## config.mk

```make
export PLATFORM = sky130hd
export DESIGN_NAME = temp_result_formatter
export DESIGN_NICKNAME = d
export VERILOG_FILES = /design/src/verilog/temp_fmt_pkg.sv /design/src/verilog/temp_code_format.sv /design/src/verilog/temp_result_formatter.sv
export SDC_FILE = /design/constraint.sdc
export NUM_CORES = 1
export LEC_CHECK = 0
export ABC_AREA = 1
export BUFFER_PORTS_ARGS = -buffer_cell sky130_fd_sc_hd__buf_4
export CAP_MARGIN = 20
export CORE_ASPECT_RATIO = 0.7
export CORE_MARGIN = 1
export CORE_UTILIZATION = 60
export DETAILED_ROUTE_END_ITERATION = 8
export PLACE_DENSITY = 0.85
export SKIP_LAST_GASP = 1
export SLEW_MARGIN = 10
export SYNTH_ARGS = -nofsm -noshare
export SYNTH_HDL_FRONTEND = slang
export SYNTH_HIERARCHICAL = 1
export SYNTH_SLANG_ARGS = --single-unit
export TNS_END_PERCENT = 5
```

## constraint.sdc

```tcl
create_clock -name clk -period 2.3 [get_ports clk]
set_clock_uncertainty 0.1 [all_clocks]
set_input_delay 0.23 -clock clk [delete_from_list [all_inputs] [get_ports clk]]
set_output_delay 0.23 -clock clk [all_outputs]
set_load 0.03 [all_outputs]
```

## src/verilog/temp_fmt_pkg.sv

```systemverilog
// Constants shared by the temperature result formatter and its register port.
// Assumes one 250 MHz clock and a register pointer driven by the serial front end.
package temp_fmt_pkg;
   localparam logic [7:0] PTR_LOCAL_HIGH = 8'h00;
   localparam logic [7:0] PTR_REMOTE_HIGH = 8'h01;
   localparam logic [7:0] PTR_CONFIG1_RD = 8'h03;
   localparam logic [7:0] PTR_CONFIG1_WR = 8'h09;
   localparam logic [7:0] PTR_REMOTE_LOW = 8'h10;
   localparam logic [7:0] PTR_LOCAL_LOW = 8'h15;
   localparam int RANGE_BIT = 2;
   localparam logic [7:0] CONFIG1_RESET = 8'h00;
   localparam logic [7:0] RESULT_RESET = 8'h00;
   localparam logic [7:0] STD_MAX = 8'h7F;
   localparam logic [8:0] EXT_OFFSET = 9'h040;
   localparam logic [7:0] EXT_MAX = 8'hFF;
   localparam int FRAC_BITS = 4;
   typedef enum logic [1:0] {CONV_IDLE, CONV_RANGING, CONV_MEASURE} conv_state_t;
endpackage : temp_fmt_pkg

```

## src/verilog/temp_code_format.sv

```systemverilog
// Converts one signed raw temperature into its whole-degree and fraction bytes.
// Assumes the raw sample is twos complement with four fraction bits.
`timescale 1ns/100ps
module temp_code_format #(
   parameter int RAW_W = 13
) (
   input wire logic signed [RAW_W-1:0] raw,
   input wire logic extRange,
   output logic [7:0] highByte,
   output logic [7:0] lowByte
);
   logic signed [RAW_W-5:0] whole;
   logic signed [RAW_W-4:0] shifted;

   always_comb begin
      whole = raw[RAW_W-1:temp_fmt_pkg::FRAC_BITS];
      shifted = {whole[RAW_W-5], whole} + $signed({1'b0, temp_fmt_pkg::EXT_OFFSET});
      lowByte = {raw[temp_fmt_pkg::FRAC_BITS-1:0], 4'h0};
      if (extRange) begin
         if (shifted < 0) begin
            highByte = 8'h00;
            lowByte = 8'h00;
         end else if (shifted > $signed({1'b0, temp_fmt_pkg::EXT_MAX})) begin
            highByte = temp_fmt_pkg::EXT_MAX;
            lowByte = 8'hF0;
         end else begin
            highByte = shifted[7:0];
         end
      end else begin
         if (whole < 0) begin
            highByte = 8'h00;
            lowByte = 8'h00;
         end else if (whole > $signed({1'b0, temp_fmt_pkg::STD_MAX})) begin
            highByte = temp_fmt_pkg::STD_MAX;
            lowByte = 8'hF0;
         end else begin
            highByte = whole[7:0];
         end
      end
   end
endmodule : temp_code_format

```

## src/verilog/temp_result_formatter.sv

```systemverilog
// Temperature result registers for a local and a remote channel.
// Assumes a serial front end presents pointer, read and write strobes in the clk domain.
`timescale 1ns/100ps
// Functional notes
// - Default range reports 0 to 127 degrees in standard binary.
// - Standard format stores high byte zero below zero degrees.
// - Standard format saturates high byte at 127.
// - Configuration bit 2 set selects the extended range and format.
// - Range change leaves stored data alone; applies from next conversion.
// - Extended format adds 64 to the whole-degree value.
// - Extended format covers -64 to +191 degrees, codes 00 to FF.
// - Each channel holds two bytes, same layout for local and remote.
// - High byte carries one degree per count.
// - Low byte upper nibble is sixteenths, lower nibble zero.
// - Resolution is fixed at one sixteenth degree.
// - Current range selection runs at start of each conversion.
// - Alarm asserts when a temperature passes high or low limit.
// - Thermal flag asserts when a temperature passes thermal limits.
// - Alarm and thermal flag only pull low or release.
// - Local high byte read at pointer 00, read only, resets zero.
// - Remote high byte read at pointer 01, read only, resets zero.
module temp_result_formatter #(
   parameter int RAW_W = 13
) (
   input wire logic clk,
   input wire logic arst_n,
   input wire logic [7:0] regPtr,
   input wire logic regWrite,
   input wire logic [7:0] regWdata,
   input wire logic regRead,
   output logic [7:0] regRdata,
   input wire logic convStart,
   input wire logic convChannel,
   input wire logic rangingDone,
   input wire logic sampleValid,
   input wire logic signed [RAW_W-1:0] sampleRaw,
   output logic rangingStart,
   output logic convBusy,
   input wire logic alarmHit,
   input wire logic thermHit,
   output logic alarmOut,
   output logic alarmOe,
   output logic thermOut,
   output logic thermOe
);
   logic [7:0] config1_q, config1_d;
   logic rangeLatched_q, rangeLatched_d;
   logic channel_q, channel_d;
   temp_fmt_pkg::conv_state_t state_q, state_d;
   logic [7:0] resHigh_q [2];
   logic [7:0] resLow_q [2];
   logic [7:0] resHigh_d [2];
   logic [7:0] resLow_d [2];
   logic [7:0] fmtHigh, fmtLow;
   logic [7:0] rdata_d, rdata_q;
   logic alarm_q, alarm_d, therm_q, therm_d;

   // Configuration and conversion sequencing.
   always_comb begin
      config1_d = config1_q;
      rangeLatched_d = rangeLatched_q;
      channel_d = channel_q;
      state_d = state_q;
      rangingStart = 1'b0;
      if (regWrite && regPtr == temp_fmt_pkg::PTR_CONFIG1_WR) begin
         config1_d = regWdata;
      end
      case (state_q)
         temp_fmt_pkg::CONV_IDLE: begin
            if (convStart) begin
               rangeLatched_d = config1_q[temp_fmt_pkg::RANGE_BIT];
               channel_d = convChannel;
               rangingStart = 1'b1;
               state_d = temp_fmt_pkg::CONV_RANGING;
            end
         end
         temp_fmt_pkg::CONV_RANGING: begin
            if (rangingDone) begin
               state_d = temp_fmt_pkg::CONV_MEASURE;
            end
         end
         temp_fmt_pkg::CONV_MEASURE: begin
            if (sampleValid) begin
               state_d = temp_fmt_pkg::CONV_IDLE;
            end
         end
         default: state_d = temp_fmt_pkg::CONV_IDLE;
      endcase
   end

   always_ff @(posedge clk or negedge arst_n) begin
      if (!arst_n) begin
         config1_q <= temp_fmt_pkg::CONFIG1_RESET;
         rangeLatched_q <= 1'b0;
         channel_q <= 1'b0;
         state_q <= temp_fmt_pkg::CONV_IDLE;
      end else begin
         config1_q <= config1_d;
         rangeLatched_q <= rangeLatched_d;
         channel_q <= channel_d;
         state_q <= state_d;
      end
   end

   assign convBusy = (state_q != temp_fmt_pkg::CONV_IDLE);

   temp_code_format #(
      .RAW_W(RAW_W)
   ) u_format (
      .raw(sampleRaw),
      .extRange(rangeLatched_q),
      .highByte(fmtHigh),
      .lowByte(fmtLow)
   );

   // Result storage: index 0 is local, index 1 is remote.
   genvar ch;
   generate
      for (ch = 0; ch < 2; ch++) begin : g_chan
         always_comb begin
            resHigh_d[ch] = resHigh_q[ch];
            resLow_d[ch] = resLow_q[ch];
            if (state_q == temp_fmt_pkg::CONV_MEASURE && sampleValid && channel_q == 1'(ch)) begin
               resHigh_d[ch] = fmtHigh;
               resLow_d[ch] = fmtLow;
            end
         end
         always_ff @(posedge clk or negedge arst_n) begin
            if (!arst_n) begin
               resHigh_q[ch] <= temp_fmt_pkg::RESULT_RESET;
               resLow_q[ch] <= temp_fmt_pkg::RESULT_RESET;
            end else begin
               resHigh_q[ch] <= resHigh_d[ch];
               resLow_q[ch] <= resLow_d[ch];
            end
         end
      end
   endgenerate

   // Read data register; writes to result pointers are ignored.
   always_comb begin
      rdata_d = rdata_q;
      if (regRead) begin
         case (regPtr)
            temp_fmt_pkg::PTR_LOCAL_HIGH: rdata_d = resHigh_q[0];
            temp_fmt_pkg::PTR_REMOTE_HIGH: rdata_d = resHigh_q[1];
            temp_fmt_pkg::PTR_LOCAL_LOW: rdata_d = resLow_q[0];
            temp_fmt_pkg::PTR_REMOTE_LOW: rdata_d = resLow_q[1];
            temp_fmt_pkg::PTR_CONFIG1_RD: rdata_d = config1_q;
            default: rdata_d = 8'h00;
         endcase
      end
   end

   // Open-drain flags: output is always low, only the enable moves.
   always_comb begin
      alarm_d = alarmHit;
      therm_d = thermHit;
   end

   always_ff @(posedge clk or negedge arst_n) begin
      if (!arst_n) begin
         rdata_q <= 8'h00;
         alarm_q <= 1'b0;
         therm_q <= 1'b0;
      end else begin
         rdata_q <= rdata_d;
         alarm_q <= alarm_d;
         therm_q <= therm_d;
      end
   end

   assign regRdata = rdata_q;
   assign alarmOut = 1'b0;
   assign thermOut = 1'b0;
   assign alarmOe = alarm_q;
   assign thermOe = therm_q;

   property p_ranging_first;
      @(posedge clk) disable iff (!arst_n)
         (state_q == temp_fmt_pkg::CONV_IDLE && convStart) |-> rangingStart ##1
            (state_q == temp_fmt_pkg::CONV_RANGING);
   endproperty
   a_ranging_first: assert property (p_ranging_first) else $error("Ranging not started.");

   property p_range_hold;
      @(posedge clk) disable iff (!arst_n)
         (state_q != temp_fmt_pkg::CONV_IDLE) |=> $stable(rangeLatched_q) || state_q == temp_fmt_pkg::CONV_IDLE;
   endproperty
   a_range_hold: assert property (p_range_hold) else $error("Range changed mid conversion.");

   property p_std_high;
      @(posedge clk) disable iff (!arst_n)
         !rangeLatched_q |-> fmtHigh <= temp_fmt_pkg::STD_MAX;
   endproperty
   a_std_high: assert property (p_std_high) else $error("Standard byte above 127.");

   property p_std_neg;
      @(posedge clk) disable iff (!arst_n)
         (!rangeLatched_q && sampleRaw < 0) |-> fmtHigh == 8'h00;
   endproperty
   a_std_neg: assert property (p_std_neg) else $error("Negative not zero.");

   property p_low_nibble;
      @(posedge clk) disable iff (!arst_n) resLow_q[0][3:0] == 4'h0 && resLow_q[1][3:0] == 4'h0;
   endproperty
   a_low_nibble: assert property (p_low_nibble) else $error("Low nibble not zero.");

   property p_pair_update;
      @(posedge clk) disable iff (!arst_n)
         (state_q == temp_fmt_pkg::CONV_MEASURE && sampleValid && !channel_q) |=>
            resHigh_q[0] == $past(fmtHigh) && resLow_q[0] == $past(fmtLow);
   endproperty
   a_pair_update: assert property (p_pair_update) else $error("Bytes not updated together.");

   property p_ext_offset;
      @(posedge clk) disable iff (!arst_n)
         (rangeLatched_q && sampleRaw == 0) |-> fmtHigh == 8'h40;
   endproperty
   a_ext_offset: assert property (p_ext_offset) else $error("Offset not 64.");

   property p_read_local;
      @(posedge clk) disable iff (!arst_n)
         (regRead && regPtr == temp_fmt_pkg::PTR_LOCAL_HIGH) |=> regRdata == $past(resHigh_q[0]);
   endproperty
   a_read_local: assert property (p_read_local) else $error("Local read wrong.");

   property p_read_remote;
      @(posedge clk) disable iff (!arst_n)
         (regRead && regPtr == temp_fmt_pkg::PTR_REMOTE_HIGH) |=> regRdata == $past(resHigh_q[1]);
   endproperty
   a_read_remote: assert property (p_read_remote) else $error("Remote read wrong.");

   property p_alarm;
      @(posedge clk) disable iff (!arst_n) alarmHit |=> alarmOe && !alarmOut;
   endproperty
   a_alarm: assert property (p_alarm) else $error("Alarm not pulled low.");

   property p_therm;
      @(posedge clk) disable iff (!arst_n) thermHit |=> thermOe && !thermOut;
   endproperty
   a_therm: assert property (p_therm) else $error("Thermal flag not pulled low.");

   // The flag pins never drive high, so several parts can share one pulled-up line.
   property p_open_drain;
      @(posedge clk) disable iff (!arst_n) !alarmOut && !thermOut;
   endproperty
   a_open_drain: assert property (p_open_drain) else $error("Flag output driven high.");

   property p_pair_update_remote;
      @(posedge clk) disable iff (!arst_n)
         (state_q == temp_fmt_pkg::CONV_MEASURE && sampleValid && channel_q) |=>
            resHigh_q[1] == $past(fmtHigh) && resLow_q[1] == $past(fmtLow);
   endproperty
   a_pair_update_remote: assert property (p_pair_update_remote) else $error("Remote bytes not paired.");

   // A write to a result pointer must leave the stored byte untouched.
   property p_local_read_only;
      @(posedge clk) disable iff (!arst_n)
         (regWrite && regPtr == temp_fmt_pkg::PTR_LOCAL_HIGH &&
            !(state_q == temp_fmt_pkg::CONV_MEASURE && sampleValid)) |=> $stable(resHigh_q[0]);
   endproperty
   a_local_read_only: assert property (p_local_read_only) else $error("Local high byte written.");

   property p_remote_read_only;
      @(posedge clk) disable iff (!arst_n)
         (regWrite && regPtr == temp_fmt_pkg::PTR_REMOTE_HIGH &&
            !(state_q == temp_fmt_pkg::CONV_MEASURE && sampleValid)) |=> $stable(resHigh_q[1]);
   endproperty
   a_remote_read_only: assert property (p_remote_read_only) else $error("Remote high byte written.");

   property p_range_select;
      @(posedge clk) disable iff (!arst_n)
         (state_q == temp_fmt_pkg::CONV_IDLE && convStart) |=>
            rangeLatched_q == $past(config1_q[temp_fmt_pkg::RANGE_BIT]);
   endproperty
   a_range_select: assert property (p_range_select) else $error("Range bit not latched at start.");

   property p_config_read;
      @(posedge clk) disable iff (!arst_n)
         (regRead && regPtr == temp_fmt_pkg::PTR_CONFIG1_RD) |=> regRdata == $past(config1_q);
   endproperty
   a_config_read: assert property (p_config_read) else $error("Configuration read wrong.");

   // Inside the standard range the bytes are the raw code split at the binary point.
   property p_fraction;
      @(posedge clk) disable iff (!arst_n)
         (!rangeLatched_q && sampleRaw[RAW_W-1:temp_fmt_pkg::FRAC_BITS+7] == '0) |->
            fmtLow[7:4] == sampleRaw[3:0] && fmtHigh == 8'(sampleRaw[RAW_W-1:temp_fmt_pkg::FRAC_BITS]);
   endproperty
   a_fraction: assert property (p_fraction) else $error("Fraction or whole byte wrong.");

   property p_no_restart;
      @(posedge clk) disable iff (!arst_n) (state_q != temp_fmt_pkg::CONV_IDLE) |-> !rangingStart;
   endproperty
   a_no_restart: assert property (p_no_restart) else $error("Ranging restarted while busy.");

   c_ext_conv: cover property (@(posedge clk) disable iff (!arst_n)
      rangeLatched_q && sampleValid && state_q == temp_fmt_pkg::CONV_MEASURE);
   c_remote_conv: cover property (@(posedge clk) disable iff (!arst_n)
      channel_q && sampleValid && state_q == temp_fmt_pkg::CONV_MEASURE);
   c_therm: cover property (@(posedge clk) disable iff (!arst_n) thermOe);
   c_std_clamp: cover property (@(posedge clk) disable iff (!arst_n)
      !rangeLatched_q && sampleValid && state_q == temp_fmt_pkg::CONV_MEASURE && fmtHigh == temp_fmt_pkg::STD_MAX);
   c_range_change: cover property (@(posedge clk) disable iff (!arst_n)
      regWrite && regPtr == temp_fmt_pkg::PTR_CONFIG1_WR && convBusy);
endmodule : temp_result_formatter

```

-- After elaboration in Yosys (flattened, before gate mapping)
Index checks and enable logic that the tools add are counted.
Widths: inputs -> output; s select.
- register bits after elaboration: 54
- logic and storage cells: 53
- output and inout bits: 14
- equality and inequality tests: 10
- add/sub/neg operators: 1
- multiplexer cells: 17
- magnitude comparators: 4
- bitwise gates (word level): 1
- reduce and logical (&&, ||, !) cells: 9
- operators with widths (cell ; number):
    $mux 8 ; 10
    $pmux 8 s5 ; 1
    $eq 8x5->1 const B ; 2
    $add 9x8->10 const B ; 1
    $gt 10x9->1 const B ; 1
    $lt 10x1->1 const B ; 1
    $gt 9x8->1 const B ; 1
    $lt 9x1->1 const B ; 1
    $eq 8x1->1 const B ; 1
    $eq 8x2->1 const B ; 1
    $eq 8x4->1 const B ; 1
    $logic_not 8->1 ; 1
    $mux 2 ; 3
    $ne 2x2->1 const B ; 3
    $pmux 2 s3 ; 1
    $logic_and 1x1->1 ; 4
    $reduce_and 3->1 ; 1
    $eq 2x1->1 const B ; 1
    $eq 2x2->1 const B ; 1
    $logic_not 2->1 ; 1
    $mux 1 ; 2
    $reduce_and 2->1 ; 1
    $reduce_bool 2->1 ; 1
    $not 1->1 ; 1

-- Longest topological paths before layout
Gate-level depths: netlist of run 1.
- depth after elaboration: 5
- gate-level depth with buffers: 12

-- Modules after synthesis
Netlist of run 1, hierarchy kept.
- modules (own cells, without submodules) (module ; cells each ; times used ; sequential area each (um2) ; area each (um2)):
    temp_result_formatter ; 303 ; 1 ; 1351.3 ; 2528.7
    temp_code_format ; 90 ; 1 ; 0.0 ; 427.9

-- Worst setup path before layout of run 1
Ideal clock, no wire load.
- path kind: input port to flip-flop
- start: input port sampleRaw[11]
- end: register resLow_q[12] in the netlist's numbering
- stages on the path: 12
- path buffers: 1
- setup slack: 0.958 ns
- arrival: 1.159 ns
- path through: inv_1 > ha_1 > inv_1 > nor2_1 > a21oi_1 > nand2_2 > buf_6 > nand2_1 > nand2_1 > nand2_1 > inv_1 > o21ai_0
- cells in the longest elaborated chain, start to end: 5
- elaborated cells on any way between the ends: 10
- classes of those cells: 1 x add/sub; 4 x order compare; 5 x mux
- RTL lines (item ; RTL line ; RTL):
    start, declared ; temp_result_formatter.sv:36 ; input wire logic signed [RAW_W-1:0] sampleRaw,
    $add 9x8->10 ; temp_code_format.sv:17 ; shifted = {whole[RAW_W-5], whole} + $signed({1'b0, temp_fmt_pkg::EXT_OFFSET});
    $gt 10x9->1 ; temp_code_format.sv:23 ; end else if (shifted > $signed({1'b0, temp_fmt_pkg::EXT_MAX})) begin
    $mux 8 ; temp_code_format.sv:23 ;
    $mux 8 ; temp_code_format.sv:20 ; if (shifted < 0) begin
    $mux 8 * ; temp_code_format.sv:19 ; if (extRange) begin
    net fmtLow[4] ; temp_result_formatter.sv:54 ; logic [7:0] fmtHigh, fmtLow;
    end signal, assigned by index ; temp_result_formatter.sv:131 ; resLow_q[ch] <= temp_fmt_pkg::RESULT_RESET;
    end signal, assigned by index ; temp_result_formatter.sv:134 ; resLow_q[ch] <= resLow_d[ch];
    end, declared ; temp_result_formatter.sv:51 ; logic [7:0] resLow_q [2];
Mark *: on every way through the listed nets, which the timed path passes. The rest lies on a longest branch.
A chain may end at the register's enable or synchronous reset.

-- Worst setup path in the final report of run 1
- start: register rangeLatched_q
- end: register resHigh_q[10] in the netlist's numbering
- cells in the longest elaborated chain, start to end: 1
- RTL lines (item ; RTL line ; RTL):
    start, declared ; temp_result_formatter.sv:47 ; logic rangeLatched_q, rangeLatched_d;
    start signal, assigned ; temp_result_formatter.sv:99 ; rangeLatched_q <= rangeLatched_d;
    $mux 8 ; temp_code_format.sv:19 ;
    net fmtHigh[2] ; temp_result_formatter.sv:54 ;
    end signal, assigned by index ; temp_result_formatter.sv:130 ; resHigh_q[ch] <= temp_fmt_pkg::RESULT_RESET;
    end signal, assigned by index ; temp_result_formatter.sv:133 ; resHigh_q[ch] <= resHigh_d[ch];
    end, declared ; temp_result_formatter.sv:50 ; logic [7:0] resHigh_q [2];
The timed path passes the listed nets, and every way through them passes these cells.

==> impl_metrics.tcl, run 1 <==
set metrics [dict create \
    synthAdderAreaFrac 0.0127 \
    antenna_cells 0 \
    grt_pass1_wl_um 11400 \
    synth_mux_area_frac 0 \
    fillCellCount 348 \
    die_area_um2 5220 \
    status "finished clean" \
    ir_worst_vdd_uv 602 \
    synth_top_area_cell "dfrtp_1" \
    coreArea_um2 4530 \
    cts_max_level 2 \
    sw_frac_of_total 0.329 \
    seqCellArea_um2 1350 \
    cts_root_buffer "clkbuf_8" \
    worstPathArrival_ns 1.92 \
    synth_compound_area_frac 0.126 \
    hpwl_um 4860 \
    cts_repair_resize_count 0 \
    initial_core_util 0.653 \
    fmax_ghz 0.555 \
    async_flop_share 1.00 \
    ys_ff_latch 54 \
    synth_simple_gate_area_frac 0.283 \
    ys_seq_area_frac 0.457 \
    crit_fanout 12 \
    maxSlewViolCount 0 \
    place_area_um2 3300 \
    finalSetupTns_ns 0 \
    final_cells 506 \
    fin_util 0.767 \
    routed_via_density 5.35 \
    grt_pass1_vias 2433 \
    syn_inst 393 \
    hold_viol 0 \
    core.rowCount 20 \
    die_w_um 85.9 \
    numCtsBuffers 5 \
    ys_warn_count 6 \
    dp.cells 495 \
    synth_edf_count 0 \
    finalSetupViolCount 0 \
    hp-class "in -> reg" \
    area_growth_pct 17.5 \
    drt_iter0_drc 294 \
    drc_errors 0 \
    hold_ws_ns 0.0124 \
    rsz0062_at_grt "no" \
    drive_above_1_share 0.189 \
    grt_max_degree 55 \
    synth.top_cells.by_area "dfrtp_1, nand2_1, inv_1" \
    synth.distinct_cells 28 \
    switching_power_mw 0.946 \
    cts_tree "done" \
    cp.required_ns 2.41 \
    synthXorXnorAreaFrac 0.00296 \
    worst_pin_slew_ns 0.770 \
    pin_count 53 \
    period_share 0.784 \
    criticalPathCategory "reg -> reg" \
    clock_latency_ns 0.32 \
    synthesis.area_um2 2960 \
    p_per_area_nw_per_um2 828 \
    synth_commonest_cells "nand2_1, dfrtp_1, inv_1" \
    dr.pass1.iters 5 \
    nNetsFinal 481 \
    port_buffers 50 \
    final_area_um2 3470 \
    cts_hold_buf 3 \
    post-cts-setup-buffers 0 \
    slew-limit-headroom 0.486 \
    multi_input_area_um2 1280 \
    power.leakage_nw 1.85 \
    critPathCaptureType "register" \
    clock_path_buffers 2 \
    pwr-share-clk 0.272 \
    wl_per_cell_um 13.9 \
    die_h_um 60.7 \
    numClockSinks 54 \
    synth_top_flop_cell "dfrtp_1" \
    max_cap_violations 0 \
    synth_top_area_frac 0.457 \
    fin_crit_ns 1.80 \
    totalWireLength_um 7050 \
    vias 2707 \
    antenna_left 0 \
    yosysMostFrequentCell "nand2_1" \
    track_usage 0.292 \
    pwr-share-seq 0.486 \
    p_int_mw 1.93 \
    antenna_found_initial 0 \
    synth.avg_cell_area_um2 7.52 \
    combPwrFrac 0.242 \
    place.gp.congestion 0.830 \
    path_clk_slew_ns 0.09 \
    synth_top_family_by_area "simple AND/OR/NAND/NOR gates" \
    startpoint_type "register" \
    overflow 0 \
]
-- layer usage --
layer  part of all wire  GRT usage  up-vias
met4              0.015     0.0786        0
met2               0.45      0.477      132
li1                   -          -     1308
met3              0.081     0.0653       19
met5                  0          0        -
met1               0.45      0.404     1248
-- worst max-delay path, stage by stage (launching register included) --
cell and delay [ns]:
dfrtp_1 0.36, a21boi_1 0.64, o21ai_0 0.24, nand2_1 0.12, inv_1 0.05, o21ai_0 0.19
-- stage by stage --
step | setup WS, ns | total power [mW]
after floorplan | 0.958 | 1.81
after global placement | 0.704 | 2.03
after detailed placement | 0.600 | 2.08
after CTS | 0.575 | 2.86
after global routing | 0.366 | 3.03
final | 0.497 | 2.88
-- registers in the layout, indices dropped and copies added (netlist names) --
signal	flops
resHigh_q	16
resLow_q	16
config1_q	8
regRdata	8
state_q	2
alarmOe	1
channel_q	1
rangeLatched_q	1
thermOe	1
-- kinds of logic (layout without fill, tap and decap cells) --
| group | Yosys count | count (layout) |
|---|---|---|
| and+or+nand+nor | 187 | 187 |
| other | 2 | 6 |
| DFF | 54 | 54 |
| buffers and inverters | 73 | 116 |
| AOI/OAI and AO/OA | 73 | 73 |
| adders and majority gates | 3 | 3 |
| xor gates and xnor gates | 1 | 1 |
-- cells in the final DEF, fill, tap and decap left out, types with 2 or more instances in the layout --
cell type        n
a21oi_1         16
buf_4           52
bufinv_16        2
clkbuf_8         6
conb_1           6
dfrtp_1         54
dlygate4sd3_1    3
ha_1             3
inv_1           47
inv_2            6
nand2_1        117
nand2_2          4
nand3_1         27
nand3_2          2
nor2_1          24
nor2_2           4
nor2_4           6
o21ai_0         34
o21ai_1         19
o22ai_1          2
-- path summary, 6_finish.rpt --
| path | to | depth (start not counted) | slack, ns | start |
|---|---|---|---|---|
| worst max-delay path | resHigh_q[10]$_DFFE_PN0P_ | 5 | 0.50 | rangeLatched_q$_DFFE_PN0P_ |
| worst min-delay path | channel_q$_DFFE_PN0P_ | 3 | 0.01 | convChannel |
| worst max register to register | resHigh_q[10]$_DFFE_PN0P_ | 5 | 0.50 | rangeLatched_q$_DFFE_PN0P_ |
| worst min register to register | resHigh_q[6]$_DFFE_PN0P_ | 2 | 0.40 | resHigh_q[6]$_DFFE_PN0P_ |
| max in group asynchronous | resLow_q[8]$_DFFE_PN0P_ | 2 | 1.27 | arst_n |
| min in group asynchronous | state_q[1]$_DFFE_PN0P_ | 2 | 0.38 | arst_n |
-- power groups by stage --
| stage | clock [mW] | combinational [mW] | sequential [mW] |
|---|---|---|---|
| 6_report | 0.783 | 0.695 | 1.40 |
| 5_1_grt | 0.827 | 0.783 | 1.42 |
| 4_1_cts | 0.779 | 0.692 | 1.39 |
| 3_5_place_dp | 0 | 0.678 | 1.40 |
| 3_3_place_gp | 0 | 0.635 | 1.39 |
| 2_1_floorplan | 0 | 0.454 | 1.36 |
-- area by class of cell --
type / count / area share
clock inverter: 2 / 0.0173
inverter: 53 / 0.0573
clock buffer: 6 / 0.0238
tap: 66 / 0.0238
sequential: 54 / 0.389
multi-input combinational: 270 / 0.368
timing repair buffer: 55 / 0.121
(Power assumes the default switching activity.)
==> inputs of run 2 (changes only) <==
- CORE_UTILIZATION: 60 -> 56
- PLACE_DENSITY: 0.85 -> 0.8
- clock period: 2.3 -> 1.85 ns (I/O delays scaled with it)
==> run 2 against run 1 <==
Final area up 0.11%. Clock-buffer cell count unchanged. Sequential power increased by 23%. Critical endpoint is now rangingStart.
==> impl_metrics.tcl, run 2 (synthesis gave the netlist of run 1 again) <==
set metrics [dict create \
    power.leakage_nw 1.86 \
    track_usage 0.260 \
    fmax_ghz 0.636 \
    clock_path_buffers 2 \
    maxSlewViolCount 0 \
    cts_max_level 2 \
    worst_pin_slew_ns 0.656 \
    min_path_cells 3 \
    final_cell_mix "nand2_1, buf_4, dfrtp_1" \
    die_area_um2 5580 \
    area_growth_pct 17.6 \
    antenna_left 0 \
    hpwl_um 4630 \
    finalPower_mw 3.24 \
    status "finished clean" \
    hold_viol 0 \
    wl_per_cell_um 12.2 \
    r2r_end "resHigh_q[8]$_DFFE_PN0P_" \
    startpoint_type "register" \
    p_per_area_nw_per_um2 932 \
    antenna_found_initial 0 \
    post-cts-setup-buffers 0 \
    clock_latency_ns 0.31 \
    rsz0062_at_grt "no" \
    max_cap_violations 0 \
    fin_ws_ns 0.279 \
    r2r_setup_slack_ns 0.53 \
    top_usage_layer "met2" \
    reg2reg_depth 6 \
    overflow 0 \
    holdCritStartpoint "regWdata[0]" \
    timing.rr.start "state_q[1]$_DFFE_PN0P_" \
    criticalPathCategory "reg -> out" \
    crit_fanout 4 \
    numCtsBuffers 5 \
    hp-class "in -> reg" \
    path_clk_slew_ns 0.10 \
    worstPathArrival_ns 1.29 \
    final_common_cell "nand2_1" \
    dr.pass1.iters 4 \
    nNetsFinal 487 \
    grt_pass1_vias 2384 \
    cts_tree "done" \
    period_share 0.849 \
    port_buffers 50 \
    multi_input_area_um2 1280 \
    routed_via_density 5.04 \
    fin_crit_ns 1.57 \
    ir_worst_vdd_uv 551 \
    numClockSinks 54 \
    hold-path-endpoint "config1_q[0]$_DFFE_PN0P_" \
    finalSetupViolCount 0 \
    cts_repair_resize_count 0 \
    cts_root_buffer "clkbuf_8" \
    die_h_um 62.8 \
    drc_errors 0 \
    core.rowCount 21 \
    drt_iter0_drc 156 \
    finalSetupTns_ns 0 \
    cp.required_ns 1.56 \
    pin_count 53 \
    drive_above_1_share 0.191 \
    initial_core_util 0.602 \
    critPathCaptureType "primary output" \
    grt_pass1_wl_um 10900 \
    fillCellCount 411 \
    grt_util_met3 0.0462 \
    reg_top3 "resHigh_q: 16 flops, resLow_q: 16 flops" \
    die_w_um 88.8 \
    grt_util_met2 0.401 \
    grt_max_degree 55 \
    place.gp.congestion 0.856 \
    grtUsageMet1 0.377 \
    fin_util 0.708 \
    coreArea_um2 4910 \
    dp_slack_ns 0.252 \
    antenna_cells 0 \
    vias 2594 \
    slew-limit-headroom 0.563 \
    seqCellArea_um2 1350 \
    totalWireLength_um 6310 \
]
-- run 2: changes by cell type in the layout (fill, tap and decap cells not counted), sizes merged --
cell,change
buf,+3
dlygate4sd3,+3
bufinv,-2
clkinv,+1
inv,+1
-- run 2: area by class of cell --
cell class | count | area share
clock buffer | 6 | 0.0209
clock inverter | 2 | 0.00504
inverter | 53 | 0.0572
multi-input combinational | 270 | 0.367
sequential | 54 | 0.389
tap | 69 | 0.0248
timing repair buffer | 61 | 0.136
-- run 2: how the worst max path moves through the flow --
| stage | from | end | slack [ns] | depth (start not counted) |
|---|---|---|---|---|
| final | state_q[0]$_DFFE_PN0P_ | rangingStart | 0.28 | 4 |
| after global routing | state_q[0]$_DFFE_PN0P_ | rangingStart | 0.17 | 4 |
| after CTS | state_q[0]$_DFFE_PN0P_ | rangingStart | 0.27 | 4 |
| after detailed placement | sampleRaw[10] | resHigh_q[11]$_DFFE_PN0P_ | 0.25 | 8 |
| after global placement | sampleRaw[10] | resHigh_q[4]$_DFFE_PN0P_ | 0.31 | 8 |
| after floorplan | sampleRaw[11] | resLow_q[12]$_DFFE_PN0P_ | 0.55 | 12 |
-- run 2: power breakdown --
group	internal, mW	switching [mW]	leakage, nW	total, mW
clock	0.275	0.401	0.0458	0.677
combinational	0.332	0.510	1.11	0.843
sequential	1.51	0.214	0.700	1.72
total	2.11	1.13	1.86	3.24
-- run 2: metrics by stage --
step / cell area, um2 / std cells / hold slack [ns]
after global routing: 3480 / 515 / 0.0197
after CTS: 3480 / 515 / 0.00112
after floorplan: 2970 / 397 / -0.211
after global placement: 3330 / 501 / 0.167
final: 3480 / 515 / 0.00285
after detailed placement: 3330 / 501 / 0.167
-- run 2: worst max-delay path: stages, from the launching register on --
cell,delay (ns)
dfrtp_1,0.42
inv_1,0.11
nand3_1,0.14
inv_1,0.13
buf_4,0.17
-- run 2: per-layer routing --
layer,up-vias,part of all wire
li1,1328,-
met1,1184,0.51
met4,0,0.012
met2,74,0.43
met3,8,0.046
met5,-,0
-- run 2: repair_timing --
action	CTS	global route
hold buffers	6	0
endpoints found under the hold margin	59	0
endpoints found under the setup margin	0	0
==> inputs of run 3 (changes only) <==
- CORE_UTILIZATION: 56 -> 51
- PLACE_DENSITY: 0.8 -> 0.77
- clock period: 1.85 -> 1.3 ns (I/O delays scaled with it)
==> run 3 against run 2 <==
The flow now finishes with violations (negative setup slack). Setup slack lost 0.30 ns. Clock power grew 30%. Critical path depth is the same. Utilization shrank 1.6 points. Final area grew 7.8%. Global-route usage shrank 0.61 points. Highest routed layer unchanged.
==> impl_metrics.tcl, run 3 (synthesis gave the netlist of run 1 again) <==
set metrics [dict create \
    multi_input_area_um2 1310 \
    cts_tree "done" \
    startpoint_type "register" \
    path_clk_slew_ns 0.09 \
    coreArea_um2 5420 \
    maxSlewViolCount 0 \
    hpwl_um 4940 \
    drive_above_1_share 0.220 \
    crit_fanout 4 \
    port_buffers 50 \
    cp.required_ns 1.07 \
    nNetsFinal 510 \
    max_cap_violations 0 \
    die_w_um 93.0 \
    antenna_found_initial 0 \
    grt_pass1_vias 2479 \
    core.rowCount 22 \
    criticalPathCategory "reg -> out" \
    vias 2741 \
    dr.pass1.iters 5 \
    place.gp.congestion 0.872 \
    ir_worst_vdd_uv 930 \
    area_growth_pct 26.8 \
    numClockSinks 54 \
    hold_ws_ns 0.0507 \
    initial_core_util 0.545 \
    overflow 0 \
    final_common_cell "nand2_1" \
    numCtsBuffers 5 \
    hp-class "in -> reg" \
    seqCellArea_um2 1350 \
    drc_errors 0 \
    antenna_left 0 \
    die_area_um2 6110 \
    hold_viol 0 \
    fin_crit_ns 1.32 \
    grt_max_degree 33 \
    track_usage 0.254 \
    routed_via_density 5.08 \
    p_per_area_nw_per_um2 1280 \
    rsz0062_at_grt "yes" \
    critPathCaptureType "primary output" \
    final_cell_mix "nand2_1, buf_4, dfrtp_1" \
    clock_latency_ns 0.31 \
    fin_ws_ns -0.0214 \
    totalWireLength_um 7020 \
    period_share 1.02 \
    fillCellCount 447 \
    fmax_ghz 0.757 \
    finalSetupViolCount 3 \
    clock_path_buffers 2 \
    pin_count 53 \
    die_h_um 65.7 \
    drt_iter0_drc 194 \
    worst_pin_slew_ns 0.503 \
    antenna_cells 0 \
    r2r_setup_slack_ns 0 \
    slew-limit-headroom 0.664 \
    worstPathArrival_ns 1.09 \
    grt_pass1_wl_um 11800 \
    finalPower_mw 4.82 \
    wl_per_cell_um 13.0 \
    cts_max_level 2 \
    cts_root_buffer "clkbuf_8" \
    power.leakage_nw 1.98 \
    violations "negative setup slack" \
    reg_top3 "resHigh_q: 16 flops, resLow_q: 16 flops" \
    status "finished, violations left" \
]
-- run 3: changes by cell type in the layout (fill, tap and decap cells not counted), moves of 2 or more --
| cell | previous run | this run |
|---|---|---|
| buf_4 | 55 | 63 |
| dlygate4sd3_1 | 6 | 14 |
| o21ai_0 | 34 | 26 |
| o21ai_1 | 19 | 27 |
| buf_12 | 0 | 4 |
| buf_6 | 0 | 3 |
| inv_1 | 47 | 45 |
| inv_2 | 6 | 8 |
-- run 3: report_power, final --
part           internal, mW  switching [mW]  total (mW)
logic                 0.652           0.830        1.48
registers              2.14           0.315        2.46
clock network         0.372           0.505       0.877
total                  3.17            1.65        4.82
-- run 3: cell type report --
class                   instances  area share
clock buffers                   7      0.0204
repair buffers                 84       0.194
well taps                      72      0.0240
multi-input cells             270       0.348
inverters                      53      0.0531
flip-flops and latches         54       0.360
-- run 3: worst max-delay path, cell delays in order (launching register included) --
cell and delay (ns):
dfrtp_1 0.39, inv_2 0.09, nand3_2 0.10, inv_2 0.08
buf_6 0.12
-- run 3: through the flow --
stage	setup WS [ns]	util	cells	area, um2	TNS [ns]
2_1_floorplan	0.0582	-	397	2970	0
3_3_place_gp	-0.373	0.635	512	3440	-8.26
3_5_place_dp	-0.438	0.635	512	3440	-9.39
4_1_cts	-0.0210	0.683	537	3700	-0.134
5_1_grt	-0.0996	0.692	540	3750	-1.93
6_report	-0.0214	0.692	540	3750	-0.0241
-- run 3: final timing paths --
path	from	end	cells past startpoint
setup / recovery	state_q[1]$_DFFE_PN0P_	rangingStart	4
hold / removal	regRead	regRdata[1]$_DFFE_PN0P_	3
setup reg to reg	rangeLatched_q$_DFFE_PN0P_	resHigh_q[2]$_DFFE_PN0P_	6
hold reg to reg	resLow_q[0]$_DFFE_PN0P_	resLow_q[0]$_DFFE_PN0P_	2
max in group asynchronous	arst_n	resLow_q[11]$_DFFE_PN0P_	3
min in group asynchronous	arst_n	config1_q[3]$_DFFE_PN0P_	2
-- run 3: repair_timing --
| item | in CTS | in global routing |
|---|---|---|
| pin swaps | 0 | 1 |
| endpoints found under the hold margin | 67 | 0 |
| resized for setup | 5 | 15 |
| hold buffers | 14 | 0 |
| cloned | 0 | 1 |
| setup buffers | 4 | 2 |
| endpoints found under the setup margin | 26 | 34 |
-- run 3: per-layer routing --
| metal | up-vias | share of wire | GRT usage |
|---|---|---|---|
| li1 | 1374 | - | - |
| met1 | 1270 | 0.50 | 0.383 |
| met2 | 90 | 0.43 | 0.369 |
| met3 | 7 | 0.062 | 0.0486 |
| met4 | 0 | 0.012 | 0.0769 |
| met5 | - | 0 | 0 |
